==> config.mk <==
export PLATFORM = sky130hd
export DESIGN_NAME = signal_conflict_supervisor
export DESIGN_NICKNAME = d
export VERILOG_FILES = /design/src/verilog/supervisor_pkg.sv /design/src/verilog/signal_conflict_supervisor.sv
export SDC_FILE = /design/constraint.sdc
export NUM_CORES = 1
export LEC_CHECK = 0
export BUFFER_PORTS_ARGS = -buffer_cell sky130_fd_sc_hd__buf_4
export CORE_ASPECT_RATIO = 1.75
export CORE_MARGIN = 10
export CORE_UTILIZATION = 50
export DETAILED_ROUTE_END_ITERATION = 12
export GPL_TIMING_DRIVEN = 0
export PLACE_DENSITY = 0.68
export SETUP_SLACK_MARGIN = 0.4
export SLEW_MARGIN = 10
export SYNTH_ARGS = -nofsm -noshare
export SYNTH_HDL_FRONTEND = slang
export SYNTH_SLANG_ARGS = --single-unit
==> constraint.sdc <==
create_clock -name sys_clk -period 7 [get_ports sys_clk]
set_input_delay 1.4 -clock sys_clk [delete_from_list [all_inputs] [get_ports sys_clk]]
set_output_delay 1.4 -clock sys_clk [all_outputs]
set_load 0.01 [all_outputs]
==> src/verilog/supervisor_pkg.sv <==
// Constants, types and state names shared by the signal conflict supervisor.
//
// What this block does
// - Hold 120 pair entries over 16 channels; fitted means conflicting pair.
// - Sixteen amber mask settings; a set mask disables that channel's amber sensing.
// - Missing programming card, seen through its loopback, is a conflict-type failure.
// - Mains loss when line stays below 98 VAC for over 400 ms.
// - During mains loss suspend checks, close fault contact, flash power lamp 2 Hz.
// - Stay in relay-hold mode until mains return is detected.
// - Mains return when line stays above 103 VAC over 400 ms; start recovery.
// - Line below 103 VAC over 400 ms during recovery returns to relay-hold.
// - First 4.0 s of recovery: contact closed, checks suspended, lamp 4 Hz.
// - After that interval, count controller watchdog transitions.
// - Resume monitoring after 5 watchdog transitions or 10 s from mains return.
// - Watchdog never active: watchdog-loss failure and halt output to controller.
// - Red-check permit on applies extended checks to selected channels; off, basic only.
// - One switch per channel selects extended checks, effective only with permit.
// - Coil activation not caused by this device disables extended checks.
// - Keep current and two earlier faults with channel snapshots for review.
// - Current fault shown: card-open lamp 1 Hz, 15 percent duty.
// - Previous fault shown: on 150, off 150, on 150, off 550 ms.
// - Oldest fault shown: three 150 ms pulses then 250 ms off each second.
// - Reset switch held 5 s copies configuration into stored copy.
// - Compare live and stored configuration at reset press and every second; the power-up compare never fires, as stored_valid_q resets to 0.
// - Line below 85 VAC over 400 ms: suspend, de-energize relay, lamp off.
// - Conflict lasting 450 ms fails; 200 ms or less never fails.
`default_nettype none
package supervisor_pkg;
  localparam int CHANNELS = 16;
  localparam int PAIRS = 120;
  localparam int CFG_W = PAIRS + 2 * CHANNELS;
  localparam int PIN_W = 2 + CFG_W + 2 * CHANNELS + 8;
  localparam int CLK_HZ = 40_000_000;
  localparam int TICK_PERIOD_US = 1000;
  localparam int TICK_CYCLES_DEF = CLK_HZ / 1_000_000 * TICK_PERIOD_US;
  localparam int QUAL_MS = 400;
  localparam int RECOV_HOLD_MS = 4000;
  localparam int RESUME_MS = 10000;
  localparam int WD_EDGES = 5;
  localparam int CONFLICT_FAIL_MS = 450;
  localparam int SAVE_HOLD_MS = 5000;
  localparam int FRAME_MS = 1000;
  localparam int LOSS_HALF_MS = 250;
  localparam int RECOV_HALF_MS = 125;
  localparam int PULSE_MS = 150;
  localparam int GAP_MS = 150;
  localparam int OLDEST_TAIL_MS = 250;
  localparam logic [2:0] CAUSE_NONE = 3'h0;
  localparam logic [2:0] CAUSE_CONFLICT = 3'h1;
  localparam logic [2:0] CAUSE_CARD = 3'h2;
  localparam logic [2:0] CAUSE_WDOG = 3'h3;
  localparam logic [2:0] CAUSE_CONFIG = 3'h4;
  localparam logic [1:0] REVIEW_OFF = 2'h0;
  localparam logic [1:0] REVIEW_CUR = 2'h1;
  localparam logic [1:0] REVIEW_PREV = 2'h2;
  localparam logic [1:0] REVIEW_OLDEST = 2'h3;
  typedef enum logic [2:0] {
    PWR_NORMAL,
    PWR_HOLD,
    PWR_RECOV_FLASH,
    PWR_RECOV_WD,
    PWR_BROWN
  } pwr_state_t;
endpackage
`default_nettype wire

==> src/verilog/signal_conflict_supervisor.sv <==
// Supervisory logic of the signal conflict monitor.
`timescale 1ns/1ps
`default_nettype none
module signal_conflict_supervisor #(
  parameter int TICK_CYCLES = supervisor_pkg::TICK_CYCLES_DEF
) (
  input wire logic sys_clk,
  input wire logic rst_n,
  input wire logic [supervisor_pkg::CHANNELS-1:0] green_sense,
  input wire logic [supervisor_pkg::CHANNELS-1:0] amber_sense,
  input wire logic [supervisor_pkg::PAIRS-1:0] conflict_fitted,
  input wire logic [supervisor_pkg::CHANNELS-1:0] amber_mask,
  input wire logic [supervisor_pkg::CHANNELS-1:0] extended_sel,
  input wire logic card_loop,
  input wire logic line_below_98,
  input wire logic line_above_103,
  input wire logic line_below_85,
  input wire logic watchdog_in,
  input wire logic red_check_permit,
  input wire logic flash_transfer_coil_input,
  input wire logic reset_switch,
  input wire logic [1:0] review_sel,
  output logic fault_contact_closed_q,
  output logic relay_energized_q,
  output logic halt_q,
  output logic line_power_lamp_q,
  output logic card_open_lamp_q,
  output logic checks_suspended_q,
  output logic failed_q,
  output logic [2:0] fault_cause_q,
  output logic watchdog_loss_fault_q,
  output logic config_change_fault_q,
  output logic [supervisor_pkg::CHANNELS-1:0] extended_active_q,
  output logic [2:0] review_cause_q,
  output logic [supervisor_pkg::CHANNELS-1:0] review_chan_q
);
  import supervisor_pkg::*;

  // ***************************************************************
  // Pin synchronisers
  // ***************************************************************
  logic [PIN_W-1:0] pin_raw;
  logic [PIN_W-1:0] s1_q;
  logic [PIN_W-1:0] s2_q;
  logic [PIN_W-1:0] s3_q;
  logic [PIN_W-1:0] pin_q;

  assign pin_raw = {review_sel, extended_sel, amber_mask, conflict_fitted,
                    green_sense, amber_sense, card_loop, line_below_98,
                    line_above_103, line_below_85, watchdog_in,
                    red_check_permit, flash_transfer_coil_input, reset_switch};

  always_ff @(posedge sys_clk or negedge rst_n) begin
    if (!rst_n) begin
      s1_q <= '0;
      s2_q <= '0;
      s3_q <= '0;
      pin_q <= '0;
    end else begin
      s1_q <= pin_raw;
      s2_q <= s1_q;
      s3_q <= s2_q;
      // A bit moves only when the last two stages agree.
      pin_q <= (s2_q & s3_q) | (pin_q & (s2_q | s3_q));
    end
  end

  logic [1:0] p_review;
  logic [CFG_W-1:0] cfg_live;
  logic [PAIRS-1:0] p_fitted;
  logic [CHANNELS-1:0] p_mask;
  logic [CHANNELS-1:0] p_ext;
  logic [CHANNELS-1:0] p_green;
  logic [CHANNELS-1:0] p_amber;
  logic p_card;
  logic p_b98;
  logic p_a103;
  logic p_b85;
  logic p_wd;
  logic p_red;
  logic p_coil;
  logic p_rst_sw;

  assign {p_review, cfg_live, p_green, p_amber, p_card, p_b98, p_a103, p_b85,
          p_wd, p_red, p_coil, p_rst_sw} = pin_q;
  assign {p_ext, p_mask, p_fitted} = cfg_live;

  // ***************************************************************
  // Millisecond tick and one-second phase
  // ***************************************************************
  logic [15:0] div_q;
  logic tick_q;
  logic [9:0] ph_q;

  always_ff @(posedge sys_clk or negedge rst_n) begin
    if (!rst_n) begin
      div_q <= '0;
      tick_q <= 1'b0;
    end else if (div_q == 16'(TICK_CYCLES - 1)) begin
      div_q <= '0;
      tick_q <= 1'b1;
    end else begin
      div_q <= div_q + 16'h1;
      tick_q <= 1'b0;
    end
  end

  always_ff @(posedge sys_clk or negedge rst_n) begin
    if (!rst_n) begin
      ph_q <= '0;
    end else if (tick_q) begin
      ph_q <= (ph_q == 10'(FRAME_MS - 1)) ? 10'h0 : ph_q + 10'h1;
    end
  end

  function automatic logic win(input logic [9:0] ph, input int lo, input int len);
    win = (int'(ph) >= lo) && (int'(ph) < lo + len);
  endfunction

  function automatic logic flash_on(input logic [9:0] ph, input int half);
    flash_on = 1'b0;
    for (int n = 0; n < 4; n++) begin
      if (win(ph, n * 2 * half, half)) begin
        flash_on = 1'b1;
      end
    end
  endfunction

  // ***************************************************************
  // Line voltage qualification
  // ***************************************************************
  // Index 0: below 98, 1: above 103, 2: below 103, 3: below 85.
  logic [3:0] cond;
  logic [3:0] qual;
  logic [8:0] qcnt_q [4];

  assign cond = {p_b85, ~p_a103, p_a103, p_b98};

  for (genvar i = 0; i < 4; i++) begin : g_qual
    always_ff @(posedge sys_clk or negedge rst_n) begin
      if (!rst_n) begin
        qcnt_q[i] <= '0;
      end else if (!cond[i]) begin
        qcnt_q[i] <= '0;
      end else if (tick_q && qcnt_q[i] <= 9'(QUAL_MS)) begin
        qcnt_q[i] <= qcnt_q[i] + 9'h1;
      end
    end
    assign qual[i] = qcnt_q[i] > 9'(QUAL_MS);
  end

  // ***************************************************************
  // Mains loss and recovery
  // ***************************************************************
  pwr_state_t state_q;
  logic [13:0] rec_ms_q;
  logic [2:0] wd_edges_q;
  logic wd_prev_q;
  logic in_recov;
  logic wd_lost;
  logic suspended;

  assign in_recov = (state_q == PWR_RECOV_FLASH) || (state_q == PWR_RECOV_WD);
  assign suspended = state_q != PWR_NORMAL;
  assign wd_lost = (state_q == PWR_RECOV_WD) && !qual[3] && !qual[2] &&
                   rec_ms_q >= 14'(RESUME_MS) && wd_edges_q == 3'h0;

  always_ff @(posedge sys_clk or negedge rst_n) begin
    if (!rst_n) begin
      state_q <= PWR_NORMAL;
    end else if (qual[3] && state_q != PWR_BROWN) begin
      state_q <= PWR_BROWN;
    end else begin
      case (state_q)
        PWR_NORMAL: begin
          if (qual[0]) begin
            state_q <= PWR_HOLD;
          end
        end
        PWR_HOLD, PWR_BROWN: begin
          if (qual[1]) begin
            state_q <= PWR_RECOV_FLASH;
          end
        end
        PWR_RECOV_FLASH: begin
          if (qual[2]) begin
            state_q <= PWR_HOLD;
          end else if (rec_ms_q >= 14'(RECOV_HOLD_MS)) begin
            state_q <= PWR_RECOV_WD;
          end
        end
        PWR_RECOV_WD: begin
          if (qual[2]) begin
            state_q <= PWR_HOLD;
          end else if (wd_edges_q >= 3'(WD_EDGES) || rec_ms_q >= 14'(RESUME_MS)) begin
            state_q <= PWR_NORMAL;
          end
        end
        default: state_q <= PWR_NORMAL;
      endcase
    end
  end

  always_ff @(posedge sys_clk or negedge rst_n) begin
    if (!rst_n) begin
      rec_ms_q <= '0;
    end else if (!in_recov) begin
      rec_ms_q <= '0;
    end else if (tick_q && rec_ms_q < 14'(RESUME_MS)) begin
      rec_ms_q <= rec_ms_q + 14'h1;
    end
  end

  always_ff @(posedge sys_clk or negedge rst_n) begin
    if (!rst_n) begin
      wd_prev_q <= 1'b0;
      wd_edges_q <= '0;
    end else begin
      wd_prev_q <= p_wd;
      if (state_q != PWR_RECOV_WD) begin
        wd_edges_q <= '0;
      end else if (p_wd != wd_prev_q && wd_edges_q < 3'(WD_EDGES)) begin
        wd_edges_q <= wd_edges_q + 3'h1;
      end
    end
  end

  // ***************************************************************
  // Conflict sensing
  // ***************************************************************
  logic [CHANNELS-1:0] active;
  logic conflict_now;
  logic [8:0] cf_ms_q;

  assign active = p_green | (p_amber & ~p_mask);

  always_comb begin
    int k;
    k = 0;
    conflict_now = 1'b0;
    for (int i = 0; i < CHANNELS; i++) begin
      for (int j = i + 1; j < CHANNELS; j++) begin
        if (p_fitted[k] && active[i] && active[j]) begin
          conflict_now = 1'b1;
        end
        k = k + 1;
      end
    end
  end

  // The 450 ms threshold also keeps clear of the 200 ms no-fail limit.
  always_ff @(posedge sys_clk or negedge rst_n) begin
    if (!rst_n) begin
      cf_ms_q <= '0;
    end else if (suspended || !conflict_now) begin
      cf_ms_q <= '0;
    end else if (tick_q && cf_ms_q < 9'(CONFLICT_FAIL_MS)) begin
      cf_ms_q <= cf_ms_q + 9'h1;
    end
  end

  // ***************************************************************
  // Configuration store and check
  // ***************************************************************
  logic [CFG_W-1:0] cfg_stored_q;
  logic stored_valid_q;
  logic [12:0] hold_ms_q;
  logic rst_sw_prev_q;
  logic startup_q;
  logic rst_rise;
  logic save_now;
  logic cfg_mismatch;

  assign rst_rise = p_rst_sw && !rst_sw_prev_q;
  assign save_now = tick_q && hold_ms_q == 13'(SAVE_HOLD_MS);
  assign cfg_mismatch = (startup_q || rst_rise || (tick_q && ph_q == 10'h0)) &&
                        stored_valid_q && !suspended && cfg_live != cfg_stored_q;

  always_ff @(posedge sys_clk or negedge rst_n) begin
    if (!rst_n) begin
      hold_ms_q <= '0;
      rst_sw_prev_q <= 1'b0;
      startup_q <= 1'b1;
      stored_valid_q <= 1'b0;
    end else begin
      rst_sw_prev_q <= p_rst_sw;
      startup_q <= 1'b0;
      if (!p_rst_sw) begin
        hold_ms_q <= '0;
      end else if (tick_q && hold_ms_q <= 13'(SAVE_HOLD_MS)) begin
        hold_ms_q <= hold_ms_q + 13'h1;
      end
      if (save_now) begin
        stored_valid_q <= 1'b1;
      end
    end
  end

  // The stored copy stands for nonvolatile memory and is never reset.
  always_ff @(posedge sys_clk) begin
    if (save_now) begin
      cfg_stored_q <= cfg_live;
    end
  end

  // ***************************************************************
  // Fault latch and history
  // ***************************************************************
  logic [2:0] new_cause;
  logic trip;
  logic [2:0] hist_cause_q [3];
  logic [CHANNELS-1:0] hist_chan_q [3];

  always_comb begin
    new_cause = CAUSE_NONE;
    if (wd_lost) begin
      new_cause = CAUSE_WDOG;
    end else if (!suspended && !p_card) begin
      new_cause = CAUSE_CARD;
    end else if (!suspended && cf_ms_q == 9'(CONFLICT_FAIL_MS)) begin
      new_cause = CAUSE_CONFLICT;
    end else if (cfg_mismatch) begin
      new_cause = CAUSE_CONFIG;
    end
  end

  assign trip = !failed_q && new_cause != CAUSE_NONE;

  always_ff @(posedge sys_clk or negedge rst_n) begin
    if (!rst_n) begin
      failed_q <= 1'b0;
      fault_cause_q <= CAUSE_NONE;
      watchdog_loss_fault_q <= 1'b0;
      config_change_fault_q <= 1'b0;
      halt_q <= 1'b0;
    end else begin
      halt_q <= watchdog_loss_fault_q;
      // While failed_q is clear, a new fault wins over a reset press in the same cycle.
      if (trip) begin
        failed_q <= 1'b1;
        fault_cause_q <= new_cause;
      end else if (rst_rise) begin
        failed_q <= 1'b0;
        fault_cause_q <= CAUSE_NONE;
      end
      if (wd_lost) begin
        watchdog_loss_fault_q <= 1'b1;
      end else if (rst_rise) begin
        watchdog_loss_fault_q <= 1'b0;
      end
      if (cfg_mismatch) begin
        config_change_fault_q <= 1'b1;
      end else if (rst_rise) begin
        config_change_fault_q <= 1'b0;
      end
    end
  end

  // History stands for retained memory, so it carries no reset either.
  always_ff @(posedge sys_clk) begin
    if (trip) begin
      hist_cause_q[2] <= hist_cause_q[1];
      hist_chan_q[2] <= hist_chan_q[1];
      hist_cause_q[1] <= hist_cause_q[0];
      hist_chan_q[1] <= hist_chan_q[0];
      hist_cause_q[0] <= new_cause;
      hist_chan_q[0] <= active;
    end
  end

  always_ff @(posedge sys_clk or negedge rst_n) begin
    if (!rst_n) begin
      review_cause_q <= CAUSE_NONE;
      review_chan_q <= '0;
    end else if (p_review == REVIEW_OFF) begin
      review_cause_q <= CAUSE_NONE;
      review_chan_q <= '0;
    end else begin
      review_cause_q <= hist_cause_q[p_review - 2'h1];
      review_chan_q <= hist_chan_q[p_review - 2'h1];
    end
  end

  // ***************************************************************
  // Outputs: relay, extended checks, lamps
  // ***************************************************************
  logic coil_uncaused;

  assign coil_uncaused = p_coil && !fault_contact_closed_q;

  always_ff @(posedge sys_clk or negedge rst_n) begin
    if (!rst_n) begin
      fault_contact_closed_q <= 1'b0;
      relay_energized_q <= 1'b0;
      checks_suspended_q <= 1'b0;
      extended_active_q <= '0;
    end else begin
      // Reset clears both; from the first clock on, the contact closes when the relay drops, so the two stay opposite.
      fault_contact_closed_q <= suspended || failed_q;
      relay_energized_q <= !(suspended || failed_q);
      checks_suspended_q <= suspended;
      if (p_red && !coil_uncaused && !suspended) begin
        extended_active_q <= p_ext;
      end else begin
        extended_active_q <= '0;
      end
    end
  end

  always_ff @(posedge sys_clk or negedge rst_n) begin
    if (!rst_n) begin
      line_power_lamp_q <= 1'b0;
    end else begin
      case (state_q)
        PWR_HOLD: line_power_lamp_q <= flash_on(ph_q, LOSS_HALF_MS);
        PWR_RECOV_FLASH: line_power_lamp_q <= flash_on(ph_q, RECOV_HALF_MS);
        PWR_BROWN: line_power_lamp_q <= 1'b0;
        default: line_power_lamp_q <= 1'b1;
      endcase
    end
  end

  // The oldest pattern shows its fifth slot lit, giving three pulses.
  always_ff @(posedge sys_clk or negedge rst_n) begin
    if (!rst_n) begin
      card_open_lamp_q <= 1'b0;
    end else if (!p_card) begin
      card_open_lamp_q <= 1'b1;
    end else begin
      case (p_review)
        REVIEW_CUR: card_open_lamp_q <= win(ph_q, 0, PULSE_MS);
        REVIEW_PREV: card_open_lamp_q <= win(ph_q, 0, PULSE_MS) ||
                                         win(ph_q, PULSE_MS + GAP_MS, PULSE_MS);
        REVIEW_OLDEST: card_open_lamp_q <= win(ph_q, 0, PULSE_MS) ||
            win(ph_q, PULSE_MS + GAP_MS, PULSE_MS) ||
            win(ph_q, FRAME_MS - OLDEST_TAIL_MS - PULSE_MS, PULSE_MS);
        default: card_open_lamp_q <= 1'b0;
      endcase
    end
  end
endmodule
`default_nettype wire

==> results of run 1 <==
power by group:
part / switching [µW] / internal [µW]
registers: 275 / 7150
clock network: 2390 / 3240
logic: 465 / 351
cell usage in the layout, fill, tap and decap left out, types with 39 or more instances in the layout:
cell	n
buf_4	241
nand4_1	39
nor2_1	112
xnor2_1	67
edfxtp_1	209
xor2_1	160
clkbuf_1	51
o21ai_0	43
inv_1	42
a22oi_1	39
maj3_1	194
nand2_1	66
clkbuf_16	108
dfrtp_1	931
state kept, by name, summed over array words and instances (netlist names), 10 cells and up:
signal             count
pin_q                194
s1_q                 194
s2_q                 194
s3_q                 194
cfg_stored_q         152
hist_chan_q           48
qcnt_q                36
div_q                 16
extended_active_q     16
review_chan_q         16
rec_ms_q              14
hold_ms_q             13
ph_q                  10
per-layer routing:
metal  part of all wire  vias to the layer above
li1                   -                     8860
met1               0.40                     9957
met2               0.50                      503
met3              0.046                      172
met4              0.050                        0
met5                  0                        -
kinds of logic after synthesis:
| group | Yosys count | synth area share |
|---|---|---|
| other | 1 | 0.0000984 |
| buffers and inverters | 85 | 0.00867 |
| AO/OA/AOI/OAI | 220 | 0.0413 |
| adder cells (fa/ha/maj) | 218 | 0.0589 |
| flip-flops | 1141 | 0.777 |
| XOR/XNOR | 227 | 0.0522 |
| AND/OR/NAND/NOR | 415 | 0.0558 |
| multiplexers | 23 | 0.00604 |
stage by stage:
| step | power, µW | TNS (ps) | setup slack [ps] |
|---|---|---|---|
| 5_1_grt | 14400 | 0 | 3020 |
| 2_1_floorplan | 7810 | 0 | 1920 |
| 4_1_cts | 14100 | 0 | 3190 |
| 3_5_place_dp | 8380 | 0 | 3040 |
| 3_3_place_gp | 8330 | -5155930 | -5660 |
| 6_report | 13900 | 0 | 3150 |
how the worst max path moves through the flow:
stage / end / from / slack [ps]
after floorplan: hist_cause_q[0][0] / qcnt_q[9] / 1920
after global placement: s1_q[31] / rst_n / -5660
after detailed placement: pin_q[15] / rst_n / 3040
after CTS: hist_chan_q[1][5] / pin_q[101] / 3190
after global routing: extended_active_q[6] / state_q[0] / 3020
final: cf_ms_q[7] / pin_q[174] / 3150
synthesized netlist by cell type (7+ instances only):
master / count / area share
xnor2_1: 67 / 0.015
nor2b_1: 21 / 0.0034
or3_1: 10 / 0.0016
a211o_1: 8 / 0.0018
or2_2: 7 / 0.0011
inv_1: 42 / 0.0041
ha_1: 24 / 0.0079
and3_1: 19 / 0.0031
nor2_1: 112 / 0.011
xor2_1: 160 / 0.037
edfxtp_1: 209 / 0.16
o21ai_0: 43 / 0.0056
mux2i_1: 23 / 0.0060
a211oi_1: 30 / 0.0059
clkbuf_1: 30 / 0.0030
a21oi_1: 27 / 0.0035
nand2_1: 66 / 0.0065
a22oi_1: 39 / 0.0077
maj3_1: 194 / 0.051
nand3_1: 36 / 0.0047
a31oi_1: 7 / 0.0011
a21boi_0: 8 / 0.0016
a222oi_1: 7 / 0.0018
and2_1: 34 / 0.0056
a21o_1: 11 / 0.0022
dfrtp_1: 931 / 0.61
nor3_1: 12 / 0.0016
o21a_1: 7 / 0.0014
nor4_1: 37 / 0.0061
nand4_1: 39 / 0.0064
worst max-delay path, cell delays in order, from the launching register on:
cell and delay (ps):
dfrtp_1 430, nor2b_1 720, or2_2 330, clkbuf_1 710, a22oi_1 160, a31oi_1 570
a2111oi_0 210, o2111a_1 230, buf_6 160, a211oi_1 230
layout make-up:
| type | count | area share |
|---|---|---|
| antenna | 1 | 0.0000557 |
| buffer | 38 | 0.00342 |
| clock buffer | 144 | 0.0664 |
| clock inverter | 39 | 0.00979 |
| inverter | 47 | 0.00392 |
| multi-input combinational | 1104 | 0.182 |
| sequential | 1141 | 0.658 |
| tap | 1012 | 0.0282 |
| timing repair buffer | 255 | 0.0480 |
==> run summary, run 1 <==
Area growth from synthesis to layout - 18.0%
Fraction of layout cells with a size suffix above 1 - 0.159
Worst-path clk slew - 60 ps
Hold Fails Final Rpt - 0
Area of the core - 0.0754 mm²
WHS Path Cells - 0
CTS tree - yes
# hold bufs at CTS - 0
WS Path Type - reg -> reg
Utilization after layout - 0.596
Critical Path Start Type - flop
I/O pin cnt - 243
Die height - 385 µm
RSZ-0062 raised after global routing - false
Vias - 19,492
Yosys cell types - 71
Hold slack - 343 ps
Die X - 229 µm
CTS Sinks - 1,141
GR peak layer - met2
Cell count after synthesis - 2,330
Initial antenna violation count - 0
Starting density of the core - 0.505
Inst Count DP - 3,597
Number of fill cells - 5,658
Final Wtd Congestion - 0.879
# nets final - 2,904
Post-cts sizing count - 0
DRT iter0 DRCs - 1,351
Post-synth EDFFs - 209
Syn_nets - 2,550
RR Endpoint - cf_ms_q[7]
Sequential fraction of the synthesis area - 0.777
Largest net degree at the start of global routing - 127
WL per Instance - 21.2 µm
Total gr overflow - 0
Worst-path fanout max - 10
Ys flop type - dfrtp_1
Global-route wire length before repair - 126,000 µm
Final setup vio count - 0
Tcrit/Tclk final - 0.550
Post-DP Area - 0.0415 mm²
Final Skew - 18.7 ps
Number of global-route vias before repair - 21,321
Flops & latches, synth - 1,141
Synth async-reset ratio - 0.817
Final Max Tran Viols - 0
Met2 usage - 0.312
Reg area - 0.0296 mm²
Final HPWL DP - 56,200 µm
Arr. time, crit path - 4420 ps
Grt met3 use - 0.0361
First-pass DRT Iterations - 5
Rel. slew slack - 0.323
VDD IR max - 0.000209 V
Final Routed Wirelength - 80,100 µm
Fin area - 0.0450 mm²
Fin cells - 3,781
Post-synthesis cell area - 0.0381 mm²
Antenna Nets Post-Route - 0
IO Port Bufs - 242
Root buf cell - clkbuf_16
Status - finished clean
Detail-routed via count per cell - 5.16
Maxcap violations - 0
HP Start - s1_q[120]
FMAX - 0.260 GHz
Grt met1 use - 0.226
Area taken by multi-input logic gates - 0.00818 mm²
Pleak - 0.0189 µW
Max Buffers Root-to-Sink - 3
Worst reg2reg path depth - 9
Post-CTS Setup Repair Bufs - 0
Least-Margin Pin Slew - 1000 ps
CP required - 7570 ps
Setup crit end kind - flop
Tmin final - 3850 ps
Skew-Pair Late Insertion Delay - 690 ps
DRC - 0
Core Rows - 133
Pwr per Cell Area - 309 mW/mm²
Total CTS buffers - 97
YS warnings - 0
Worst r2r src - pin_q[174]
GRT Resource Usage Total - 0.186
Hold crit path type - reg -> reg
Hold worst-path end - s2_q[120]
R2R Setup Slk - 3150 ps
Die ar. - 0.0881 mm²
Number of H-tree levels - 3
Post-Syn Area per Cell - 16.3 µm²
No activity file was read; power rests on OpenSTA's default activity.
==> run 2: changes to the inputs <==
PLACE_DENSITY = 0.7   (was 0.68)
clock period = 3.1 ns   (was 7 ns; I/O delays follow)
==> run summary, run 2 (synthesized netlist as in run 1, its figures left out) <==
Vias - 20,381 (was 19,492)
Total CTS buffers - 97 (unchanged)
Final Skew - 29.6 ps (was 18.7 ps)
Status - finished clean (unchanged)
DRC - 0 (unchanged)
DRT iter0 DRCs - 1,468 (was 1,351)
Worst-path fanout max - 5 (was 10)
CTS Sinks - 1,141 (unchanged)
Commonest non-fill, non-tap cell in the layout - dfrtp_1 (unchanged)
Final setup vio count - 0 (unchanged)
Die ar. - 0.0881 mm² (unchanged)
# nets final - 3,081 (was 2,904)
Core Rows - 133 (unchanged)
R2R Setup Slk - 160 ps (was 3150 ps)
Area of the core - 0.0754 mm² (unchanged)
Final Max Tran Viols - 0 (unchanged)
Final HPWL DP - 56,200 µm (about the same)
Starting density of the core - 0.505 (unchanged)
Wl on met1 - 33,600 µm (was 32,300 µm)
Die X - 229 µm (unchanged)
Pwr per Cell Area - 662 mW/mm² (was 309 mW/mm²)
Utilization after layout - 0.624 (was 0.596)
Max Buffers Root-to-Sink - 3 (unchanged)
Area growth from synthesis to layout - 23.6% (was 18.0%)
VDD IR max - 0.000570 V (was 0.000209 V)
GRT Resource Usage Total - 0.194 (was 0.186)
Metal2 WL - 43,900 µm (was 40,100 µm)
Least-Margin Pin Slew - 840 ps (was 1000 ps)
Detail-routed via count per cell - 5.15 (was 5.16)
Top sig layer - met4 (unchanged)
Hold Fails Final Rpt - 0 (unchanged)
Fin area - 0.0471 mm² (was 0.0450 mm²)
Rel. slew slack - 0.440 (was 0.323)
WL per Instance - 21.6 µm (was 21.2 µm)
Post-DP Area - 0.0416 mm² (was 0.0415 mm²)
Root buf cell - clkbuf_16 (unchanged)
Total gr overflow - 0 (unchanged)
CP required - 3650 ps (was 7570 ps)
Most frequent cells in the layout - 919 x dfrtp_1, 277 x buf_4, 209 x edfxtp_1, 194 x maj3_1, 156 x xor2_1 (was 931 x dfrtp_1, 241 x buf_4, 209 x edfxtp_1, 194 x maj3_1, 160 x xor2_1)
Critical Path Start Type - flop (unchanged)
Pleak - 0.0198 µW (was 0.0189 µW)
Setup crit end kind - flop (unchanged)
Tmin final - 2940 ps (was 3850 ps)
Number of H-tree levels - 3 (unchanged)
Met3 wire len - 3690 µm (was 3650 µm)
Final Routed Wirelength - 85,400 µm (was 80,100 µm)
FMAX - 0.341 GHz (was 0.260 GHz)
IO Port Bufs - 242 (unchanged)
Global-route wire length before repair - 131,000 µm (was 126,000 µm)
Fraction of layout cells with a size suffix above 1 - 0.190 (was 0.159)
Crit path from - pin_q[21] (was pin_q[174])
Number of fill cells - 5,306 (was 5,658)
Number of global-route vias before repair - 22,317 (was 21,321)
Worst r2r src - pin_q[21] (was pin_q[174])
Tcrit/Tclk final - 0.947 (was 0.550)
Antenna Nets Post-Route - 0 (unchanged)
Hold crit path type - in -> reg (was reg -> reg)
Worst-path clk slew - 70 ps (was 60 ps)
Skew-Pair Late Insertion Delay - 690 ps (about the same)
CTS tree - yes (unchanged)
Final Wtd Congestion - 0.879 (about the same)
WS Path Type - reg -> reg (unchanged)
Maxcap violations - 0 (unchanged)
Largest net degree at the start of global routing - 119 (was 127)
Die height - 385 µm (unchanged)
RSZ-0062 raised after global routing - true (was false)
Initial antenna violation count - 0 (unchanged)
I/O pin cnt - 243 (unchanged)
First-pass DRT Iterations - 5 (unchanged)
HP Start - conflict_fitted[30] (was s1_q[120])
Arr. time, crit path - 3480 ps (was 4420 ps)
-- run 2: cell types whose count changed in the layout (fill, tap and decap cells not counted), sizes merged --
cell,previous run,this run
clkinvlp,4,0
dlygate4sd3,0,124
clkinv,24,38
buf,262,312
diode,1,2
inv,51,48
clkbuf,175,172
bufinv,7,2
-- run 2: report_power, final --
part / leakage (µW) / switching (µW) / internal [µW] / total (µW)
Sequential: 0.0130 / 622 / 16100 / 16800
Combinational: 0.00521 / 1200 / 1080 / 2280
Clock: 0.00160 / 5440 / 6660 / 12100
Total: 0.0198 / 7260 / 23900 / 31200
-- run 2: cell type report --
| cell class | instances | area [µm²] | share of cell area |
|---|---|---|---|
| multi-input combinational | 1104 | 8520 | 0.181 |
| buffer | 37 | 250 | 0.00532 |
| timing repair buffer | 433 | 4040 | 0.0858 |
| clock inverter | 41 | 333 | 0.00707 |
| clock buffer | 138 | 2860 | 0.0608 |
| tap | 1012 | 1270 | 0.0269 |
| sequential | 1141 | 29600 | 0.629 |
| antenna | 2 | 5.00 | 0.000106 |
| inverter | 47 | 179 | 0.00380 |
-- run 2: worst paths after layout --
path                                   endpoint  depth (start not counted)
max                                  cf_ms_q[3]                         10
min                                    s1_q[70]                          1
max reg2reg                          cf_ms_q[3]                         10
min reg2reg                            s2_q[17]                          0
max in group asynchronous              s2_q[77]                          6
min in group asynchronous  extended_active_q[4]                          3
-- run 2: repair_timing --
action | in CTS | in global routing
pin swaps | 35 | 8
endpoints found under the hold margin | 131 | 0
setup endpoints to repair | 145 | 238
resized for setup | 105 | 17
gates cloned | 3 | 6
buffers inserted | 36 | 8
hold buffers | 124 | 0
-- run 2: stage by stage --
step           setup TNS [ps]  power [µW]  cells  setup WS [ps]  hold WS (ps)
3_5_place_dp           -42780       18900   3598           -806           335
4_1_cts                     0       31400   3939            273         0.101
3_3_place_gp         -8152400       18800   3584          -8830           332
2_1_floorplan               0       17600   2330           16.8           324
5_1_grt                     0       32300   3953            125          20.8
6_report                    0       31200   3955            164          42.6
-- run 2: routing by layer --
metal,vias up,track usage
li1,9206,-
met1,10451,0.230
met2,542,0.336
met3,182,0.0361
met4,0,0.101
met5,-,0
-- run 2: critical path, stage by stage (launching register included) --
cell and delay, ps:
dfrtp_1 400, nor2b_4 140, or2_1 250, buf_8 160, buf_12 120, a222oi_1 700, a21boi_1 180, a2111oi_2 300
o2111a_2 340, buf_6 150, a211oi_2 70
